## config.mk

```make
export PLATFORM = sky130hd
export DESIGN_NAME = rx_timeslot_monitor
export DESIGN_NICKNAME = d
export VERILOG_FILES = /design/src/rx_timeslot_monitor_pkg.sv /design/src/rx_timeslot_monitor.sv
export SDC_FILE = /design/constraint.sdc
export NUM_CORES = 1
export LEC_CHECK = 0
export BUFFER_PORTS_ARGS = -buffer_cell sky130_fd_sc_hd__buf_4
export CAP_MARGIN = 20
export CORE_UTILIZATION = 55
export CTS_CLUSTER_SIZE = 24
export DETAILED_ROUTE_END_ITERATION = 10
export HOLD_SLACK_MARGIN = 0.02
export PLACE_DENSITY_LB_ADDON = 0.12
export SLEW_MARGIN = 30
export SYNTH_ARGS = -nofsm -noshare
export SYNTH_HDL_FRONTEND = slang
export SYNTH_SLANG_ARGS = --single-unit
```

## constraint.sdc

```tcl
create_clock -name i_core_clk -period 2.9 [get_ports i_core_clk]
set_input_delay 0.145 -clock i_core_clk [delete_from_list [all_inputs] [get_ports i_core_clk]]
set_output_delay 0.145 -clock i_core_clk [all_outputs]
set_load 0.02 [all_outputs]
```

## src/rx_timeslot_monitor_pkg.sv

```systemverilog
// Constants, register map and carrier types for the receive timeslot monitor.
// Assumes a single core clock domain; line signals arrive asynchronously.
package rx_timeslot_monitor_pkg;
    localparam int ADDR_W = 8;
    localparam int DATA_W = 8;
    localparam logic [ADDR_W-1:0] ADDR_COMMON_CONTROL_FIVE = 8'hAA;
    localparam logic [ADDR_W-1:0] ADDR_RX_TIMESLOT_SNAPSHOT = 8'hAB;
    localparam int SEL_MSB = 4;
    localparam int SEL_LSB = 0;
    localparam int SEL_W = SEL_MSB - SEL_LSB + 1;
    localparam logic [SEL_W-1:0] SEL_RESET = 5'h00;
    localparam logic [SEL_W-1:0] SEL_CHAN_OFFSET = 5'h01;
    localparam logic [DATA_W-1:0] SNAPSHOT_RESET = 8'h00;
    localparam logic [DATA_W-1:0] READ_ZERO = 8'h00;
    localparam int BITS_PER_SLOT = 8;
    localparam int SLOT_IDX_W = 3;
    localparam int FRAME_POS_W = 8;
    localparam logic [SLOT_IDX_W-1:0] LAST_BIT_IDX = 3'h7;
    localparam logic [FRAME_POS_W-1:0] POS_FIRST = 8'h00;
    localparam logic [FRAME_POS_W-1:0] POS_AFTER_FIRST = 8'h01;
    localparam logic [FRAME_POS_W-1:0] POS_STEP = 8'h01;
    localparam int SYNC_STAGES = 3;

    typedef struct packed {
        logic [ADDR_W-1:0] addr;
        logic wr;
        logic rd;
        logic [DATA_W-1:0] wdata;
    } host_req_t;

    typedef struct packed {
        logic clk;
        logic data;
        logic frame;
    } rx_line_t;
endpackage

```

## src/rx_timeslot_monitor.sv

```systemverilog
// Receive single-timeslot monitor with its two parallel-port registers.
// Assumes line clock, data and frame marker are asynchronous pins.
//
// Behaviour
// [RULE1] Bits 4..0 of control select channel
// [RULE2] Software writes zero to bits 6, 5
// [RULE3] First received bit lands in bit 7
// [RULE4] Last bit in bit 0, arrival order
// [RULE5] Channel N is timeslot N minus 1
// [RULE6] Software writes channel number in binary
// [RULE7] Snapshot read-only, updates after whole byte
`timescale 1ns/1ps
module rx_timeslot_monitor
    import rx_timeslot_monitor_pkg::*;
#(
    parameter int SYNC_DEPTH = SYNC_STAGES
)
(
    input wire logic i_core_clk,
    input wire logic i_rst,
    input wire host_req_t i_host,
    input wire rx_line_t i_rx_line,
    output logic [DATA_W-1:0] o_rdata,
    output logic [SEL_W-1:0] o_chan_sel
);
    // Pin synchronisers and filtered levels
    logic [SYNC_DEPTH-1:0] clk_sync;
    logic [SYNC_DEPTH-1:0] data_sync;
    logic [SYNC_DEPTH-1:0] frame_sync;
    logic clk_filt;
    logic data_filt;
    logic frame_filt;
    logic next_clk_filt;
    logic next_data_filt;
    logic next_frame_filt;
    logic bit_edge;
    // Register decode
    logic ctrl_wr;
    logic [DATA_W-1:0] ctrl_view;
    // Channel select and frame position
    logic [SEL_W-1:0] chan_sel;
    logic [SEL_W-1:0] target_slot;
    logic [FRAME_POS_W-1:0] bit_pos;
    logic [FRAME_POS_W-1:0] cur_pos;
    logic [SEL_W-1:0] slot_num;
    logic [SLOT_IDX_W-1:0] bit_idx;
    logic slot_hit;
    logic slot_done;
    // Byte assembly and monitor register
    logic [DATA_W-1:0] shift;
    logic [DATA_W-1:0] snapshot;

    // Filter reads the last two stages behind the pin flop
    if (SYNC_DEPTH < SYNC_STAGES) begin : g_sync_depth_check
        $error("SYNC_DEPTH must be at least three");
    end

    // Monitor register holds exactly one timeslot
    if (BITS_PER_SLOT != DATA_W) begin : g_slot_width_check
        $error("Timeslot width must equal register width");
    end

    // Frame position splits into slot number and bit index
    if (FRAME_POS_W != SEL_W + SLOT_IDX_W) begin : g_frame_split_check
        $error("Frame position width does not split evenly");
    end

    // Select field must leave room for zero fill
    if (DATA_W <= SEL_W) begin : g_select_fit_check
        $error("Select field wider than register");
    end

    // Filtered level: follows only when the last two stages agree
    function automatic logic filt_level(input logic [SYNC_DEPTH-1:0] s, input logic prev);
        filt_level = (s[SYNC_DEPTH-2] == s[SYNC_DEPTH-1]) ? s[SYNC_DEPTH-1] : prev;
    endfunction

    // Register address match
    function automatic logic addr_is(input logic [ADDR_W-1:0] addr,
            input logic [ADDR_W-1:0] reg_addr);
        addr_is = (addr == reg_addr);
    endfunction

    // [RULE5] Channel N is timeslot N minus 1
    function automatic logic [SEL_W-1:0] chan_to_slot(input logic [SEL_W-1:0] chan);
        chan_to_slot = chan - SEL_CHAN_OFFSET;
    endfunction

    // Line clock pin synchroniser
    always_ff @(posedge i_core_clk or posedge i_rst) begin
        if (i_rst) begin
            clk_sync <= '0;
        end else begin
            clk_sync <= {clk_sync[SYNC_DEPTH-2:0], i_rx_line.clk};
        end
    end

    // Line data pin synchroniser
    always_ff @(posedge i_core_clk or posedge i_rst) begin
        if (i_rst) begin
            data_sync <= '0;
        end else begin
            data_sync <= {data_sync[SYNC_DEPTH-2:0], i_rx_line.data};
        end
    end

    // Frame marker pin synchroniser
    always_ff @(posedge i_core_clk or posedge i_rst) begin
        if (i_rst) begin
            frame_sync <= '0;
        end else begin
            frame_sync <= {frame_sync[SYNC_DEPTH-2:0], i_rx_line.frame};
        end
    end

    // Next filtered levels
    always_comb begin
        next_clk_filt = filt_level(clk_sync, clk_filt);
        next_data_filt = filt_level(data_sync, data_filt);
        next_frame_filt = filt_level(frame_sync, frame_filt);
    end

    // Filtered line clock level
    always_ff @(posedge i_core_clk or posedge i_rst) begin
        if (i_rst) begin
            clk_filt <= 1'b0;
        end else begin
            clk_filt <= next_clk_filt;
        end
    end

    // Filtered line data level
    always_ff @(posedge i_core_clk or posedge i_rst) begin
        if (i_rst) begin
            data_filt <= 1'b0;
        end else begin
            data_filt <= next_data_filt;
        end
    end

    // Filtered frame marker level
    always_ff @(posedge i_core_clk or posedge i_rst) begin
        if (i_rst) begin
            frame_filt <= 1'b0;
        end else begin
            frame_filt <= next_frame_filt;
        end
    end

    // Rising line clock edge takes one bit
    assign bit_edge = next_clk_filt && !clk_filt;

    // Control register write decode
    assign ctrl_wr = i_host.wr && addr_is(i_host.addr, ADDR_COMMON_CONTROL_FIVE);

    // Control register write
    always_ff @(posedge i_core_clk or posedge i_rst) begin
        if (i_rst) begin
            chan_sel <= SEL_RESET;
        end else if (ctrl_wr) begin
            // [RULE1] Select field capture
            chan_sel <= i_host.wdata[SEL_MSB:SEL_LSB];
        end
    end

    // Select field observation
    assign o_chan_sel = chan_sel;

    // Unbuilt control bits read as zero
    assign ctrl_view = {{(DATA_W-SEL_W){1'b0}}, chan_sel};

    // [RULE5] Selected channel to timeslot
    assign target_slot = chan_to_slot(chan_sel);

    // Bit position in the frame; marker flags bit zero
    assign cur_pos = next_frame_filt ? POS_FIRST : bit_pos;
    assign slot_num = cur_pos[FRAME_POS_W-1:SLOT_IDX_W];
    assign bit_idx = cur_pos[SLOT_IDX_W-1:0];
    assign slot_hit = (slot_num == target_slot);

    // [RULE7] Last bit of the selected slot
    assign slot_done = bit_edge && slot_hit && (bit_idx == LAST_BIT_IDX);

    // Frame bit counter
    always_ff @(posedge i_core_clk or posedge i_rst) begin
        if (i_rst) begin
            bit_pos <= POS_FIRST;
        end else if (bit_edge) begin
            bit_pos <= next_frame_filt ? POS_AFTER_FIRST : FRAME_POS_W'(bit_pos + POS_STEP);
        end
    end

    // [RULE3] First bit ends in bit 7
    // [RULE4] Later bits follow toward bit 0
    always_ff @(posedge i_core_clk or posedge i_rst) begin
        if (i_rst) begin
            shift <= SNAPSHOT_RESET;
        end else if (bit_edge && slot_hit) begin
            shift <= {shift[DATA_W-2:0], next_data_filt};
        end
    end

    // [RULE7] Whole-byte snapshot load
    always_ff @(posedge i_core_clk or posedge i_rst) begin
        if (i_rst) begin
            snapshot <= SNAPSHOT_RESET;
        end else if (slot_done) begin
            snapshot <= {shift[DATA_W-2:0], next_data_filt};
        end
    end

    // [RULE7] Registered read data; snapshot has no write path
    always_ff @(posedge i_core_clk or posedge i_rst) begin
        if (i_rst) begin
            o_rdata <= READ_ZERO;
        end else if (i_host.rd) begin
            unique case (i_host.addr)
                ADDR_COMMON_CONTROL_FIVE: o_rdata <= ctrl_view;
                ADDR_RX_TIMESLOT_SNAPSHOT: o_rdata <= snapshot;
                default: o_rdata <= READ_ZERO;
            endcase
        end
    end
endmodule

```

==> flow_metrics.env <==
export IMPL_ys_types=35
export IMPL_path_max_fanout=8
export IMPL_first_pass_iters=4
export IMPL_layout_min_cycle_time_ns=2.40
export IMPL_dieArea_sq_um=3980
export IMPL_power_density_nw_per_um2=524
export IMPL_n_antenna_cell=0
export IMPL_combPwrFrac_pct=12.0
export IMPL_finalClockSkew_ns=0.00860
export IMPL_rows=21
export IMPL_slew_viol_final=0
export IMPL_power_frac_seq_pct=57.8
export IMPL_power_leakage_nw=1.14
export IMPL_grt_max_degree=32
export IMPL_grt_antenna_before_repair=0
export IMPL_fin_setup_tns_ns=0
export IMPL_post_place_cells=252
export IMPL_htree_levels=2
export IMPL_syn_area_per_cell_sq_um=11.5
export IMPL_intPower_uw=954
export IMPL_hold_path_depth=3
export IMPL_cp_end_kind="flip-flop"
export IMPL_core_area_sq_um=3470
export IMPL_yosys_warnings=0
export IMPL_yosysTopAreaCell="dfrtp_1"
export IMPL_synth_cells=178
export IMPL_max_cap_violations=0
export IMPL_status="complete, no violations"
export IMPL_drc=0
export IMPL_slew_headroom_pct=58.0
export IMPL_wl_per_cell_microns=14.4
export IMPL_clk_latency_ns=0.30
export IMPL_final_hold_viol_count=0
export IMPL_period_share_pct=82.7
export IMPL_grt_ovfl_total=0
export IMPL_hold_class="in -> reg"
export IMPL_ys_seq_area_share_pct=58.5
export IMPL_port_buffers=32
export IMPL_synth_top_area_share_pct=58.5
export IMPL_cts_tree="built"
export IMPL_fmax_mhz=417
export IMPL_startpoint_type="flip-flop"
export IMPL_viasPerCell=5.47
export IMPL_die_x_microns=63.1
export IMPL_path_class="reg -> reg"
export IMPL_syn_num_nets=203
export IMPL_clockBufferDepth=2
export IMPL_ios=36
export IMPL_final_area_sq_um=2470
export IMPL_ff_latch_area_sq_um=1200
export IMPL_reg2reg_depth=8
export IMPL_grt_first_pass_wirelength_microns=6570
export IMPL_dp_hpwl_microns=2760
export IMPL_cts_buffers=5
export IMPL_cts_clk_slew_worst_paths_ns=0.09
export IMPL_cts_sinks=48
export IMPL_antenna_left=0
export IMPL_required_ns=3.09
export IMPL_total_power_mw=1.30
export IMPL_fin_ws_ns=0.503
export IMPL_mappedNetlistArea_sq_um=2050
export IMPL_drt_iter0_markers=76
export IMPL_area_delta_synth_final_pct=20.3
export IMPL_ys_ff_latch=48
export IMPL_swShare_pct=26.3
export IMPL_layout_nets=242
export IMPL_post_dp_cell_area_sq_um=2340
export IMPL_crit_arrival_ns=2.59
export IMPL_gp_congestion=0.853
export IMPL_pwr_share_clk_pct=30.2
export IMPL_cts_root_buf="clkbuf_8"
export IMPL_start_util_pct=59.2
export IMPL_instances_no_fill=264
export IMPL_multiInputGateArea_sq_um=805
export IMPL_p_switching_uw=341
export IMPL_die_h_microns=63.1
export IMPL_wirelength_microns=3810
export IMPL_grtUsageTotal_pct=21.6
export IMPL_grt_pass1_vias=1506
export IMPL_synthTopCellsByArea="dfrtp_1 (58%), mux2_2 (9.9%), o21ai_0 (5.1%), nor2_1 (2.6%), a22oi_1 (1.8%)"
export IMPL_ir_worst_vdd_uv=357
export IMPL_drive_above_1_share_pct=29.4
export IMPL_setup_viol=0
export IMPL_cts_resized_gates=0
export IMPL_pre_cts_ws_ns=0.486
export IMPL_worstMarginPinSlew_ns=0.627
export IMPL_rsz0062_at_grt="false"
export IMPL_fillers=281
export IMPL_route_vias_total=1444
-- routing by layer --
metal | vias up | GRT usage (%) | part of all wire (%)
met5 | - | 0 | 0
met4 | 0 | 6.98 | 1.6
met3 | 9 | 6.16 | 5.1
met2 | 38 | 37.4 | 50
met1 | 690 | 25.7 | 44
li1 | 707 | - | -
-- flip-flops by register name, indices dropped and copies added, names as in the netlist --
name,flops
bit_pos,8
o_rdata,8
snapshot,8
shift,7
o_chan_sel,5
clk_sync,3
data_sync,3
frame_sync,3
clk_filt,1
data_filt,1
frame_filt,1
-- repair_timing --
action,in CTS,in global routing
setup buffers,0,0
endpoints found under the hold margin,20,0
hold buffers,4,0
-- worst paths after layout --
| path | to | startpoint | slack [ns] |
|---|---|---|---|
| min reg2reg | data_sync[1] | data_sync[0] | 0.35 |
| max in group asynchronous | data_sync[2] | i_rst | 1.76 |
| min in group asynchronous | clk_filt | i_rst | 0.39 |
| max | snapshot[6] | o_chan_sel[0] | 0.50 |
| max reg2reg | snapshot[6] | o_chan_sel[0] | 0.50 |
| min | o_chan_sel[1] | i_host[1] | 0.04 |
-- cell families (layout without fill, tap and decap cells) --
group | after synthesis | count (layout) | share of synthesized area [%]
AO/OA/AOI/OAI | 41 | 41 | 11.8
multiplexers | 18 | 18 | 9.87
AND/OR/NAND/NOR | 48 | 48 | 12.7
flip-flops | 48 | 48 | 58.5
XOR/XNOR | 5 | 5 | 2.13
adder cells (fa/ha/maj) | 5 | 5 | 2.68
buffers and inverters | 13 | 53 | 2.38
-- metrics by stage --
stage          util [%]  hold WS [ns]
2_1_floorplan         -         0.176
3_3_place_gp       67.6         0.166
3_5_place_dp       67.6         0.181
4_1_cts            71.3        0.0409
5_1_grt            71.3        0.0564
6_report           71.3        0.0398
-- power groups by stage --
stage                     clock network [mW]  registers, mW  logic [mW]
after detailed placement                   0          0.761       0.153
after global placement                     0          0.756       0.146
final                                  0.391          0.748       0.156
after global routing                   0.425          0.755       0.173
after CTS                              0.398          0.748       0.157
after floorplan                            0          0.762      0.0870
-- area by class of cell --
type | instances | area share [%]
tap | 46 | 2.33
multi-input combinational | 117 | 32.5
timing repair buffer | 38 | 11.9
sequential | 48 | 48.6
clock inverter | 3 | 0.759
clock buffer | 5 | 2.78
inverter | 7 | 1.06
-- critical path: stages, from the launching register on --
cell,delay [ns]
dfrtp_1,0.45
inv_1,0.14
ha_1,0.20
nor3b_1,0.24
xnor2_1,0.19
o221ai_1,0.16
a211oi_2,0.30
nand3_2,0.26
mux2_2,0.34
-- placed cells by master, fill, tap and decap left out, drive strengths merged, types with 5 or more instances in the layout --
master / instances
nand3: 6
mux2: 18
a21oi: 6
nand2: 8
buf: 34
inv: 6
a22oi: 5
nor2: 14
clkbuf: 5
o21ai: 21
dfrtp: 48
-- synthesized netlist by cell type (all sizes together) --
cell type and n:
xor2 1, a211oi 1, o21bai 1, a21oi 6, nand2 8, xnor2 4, ha 2, clkbuf 6
o31ai 1, nand4 2, nor3 2, and3 1, nor4b 1, o21ai 21, dfrtp 48, nand3b 1
a22o 1, inv 7, nor2 14, maj3 3, o221ai 1, nand4b 1, nand2b 2, nor2b 3
or2 1, and2 2, a22oi 5, nand3 6, nor3b 1, mux2 18, and3b 1, a31oi 4
and4b 1, or4 1
Power figures use the tool's default switching activity.
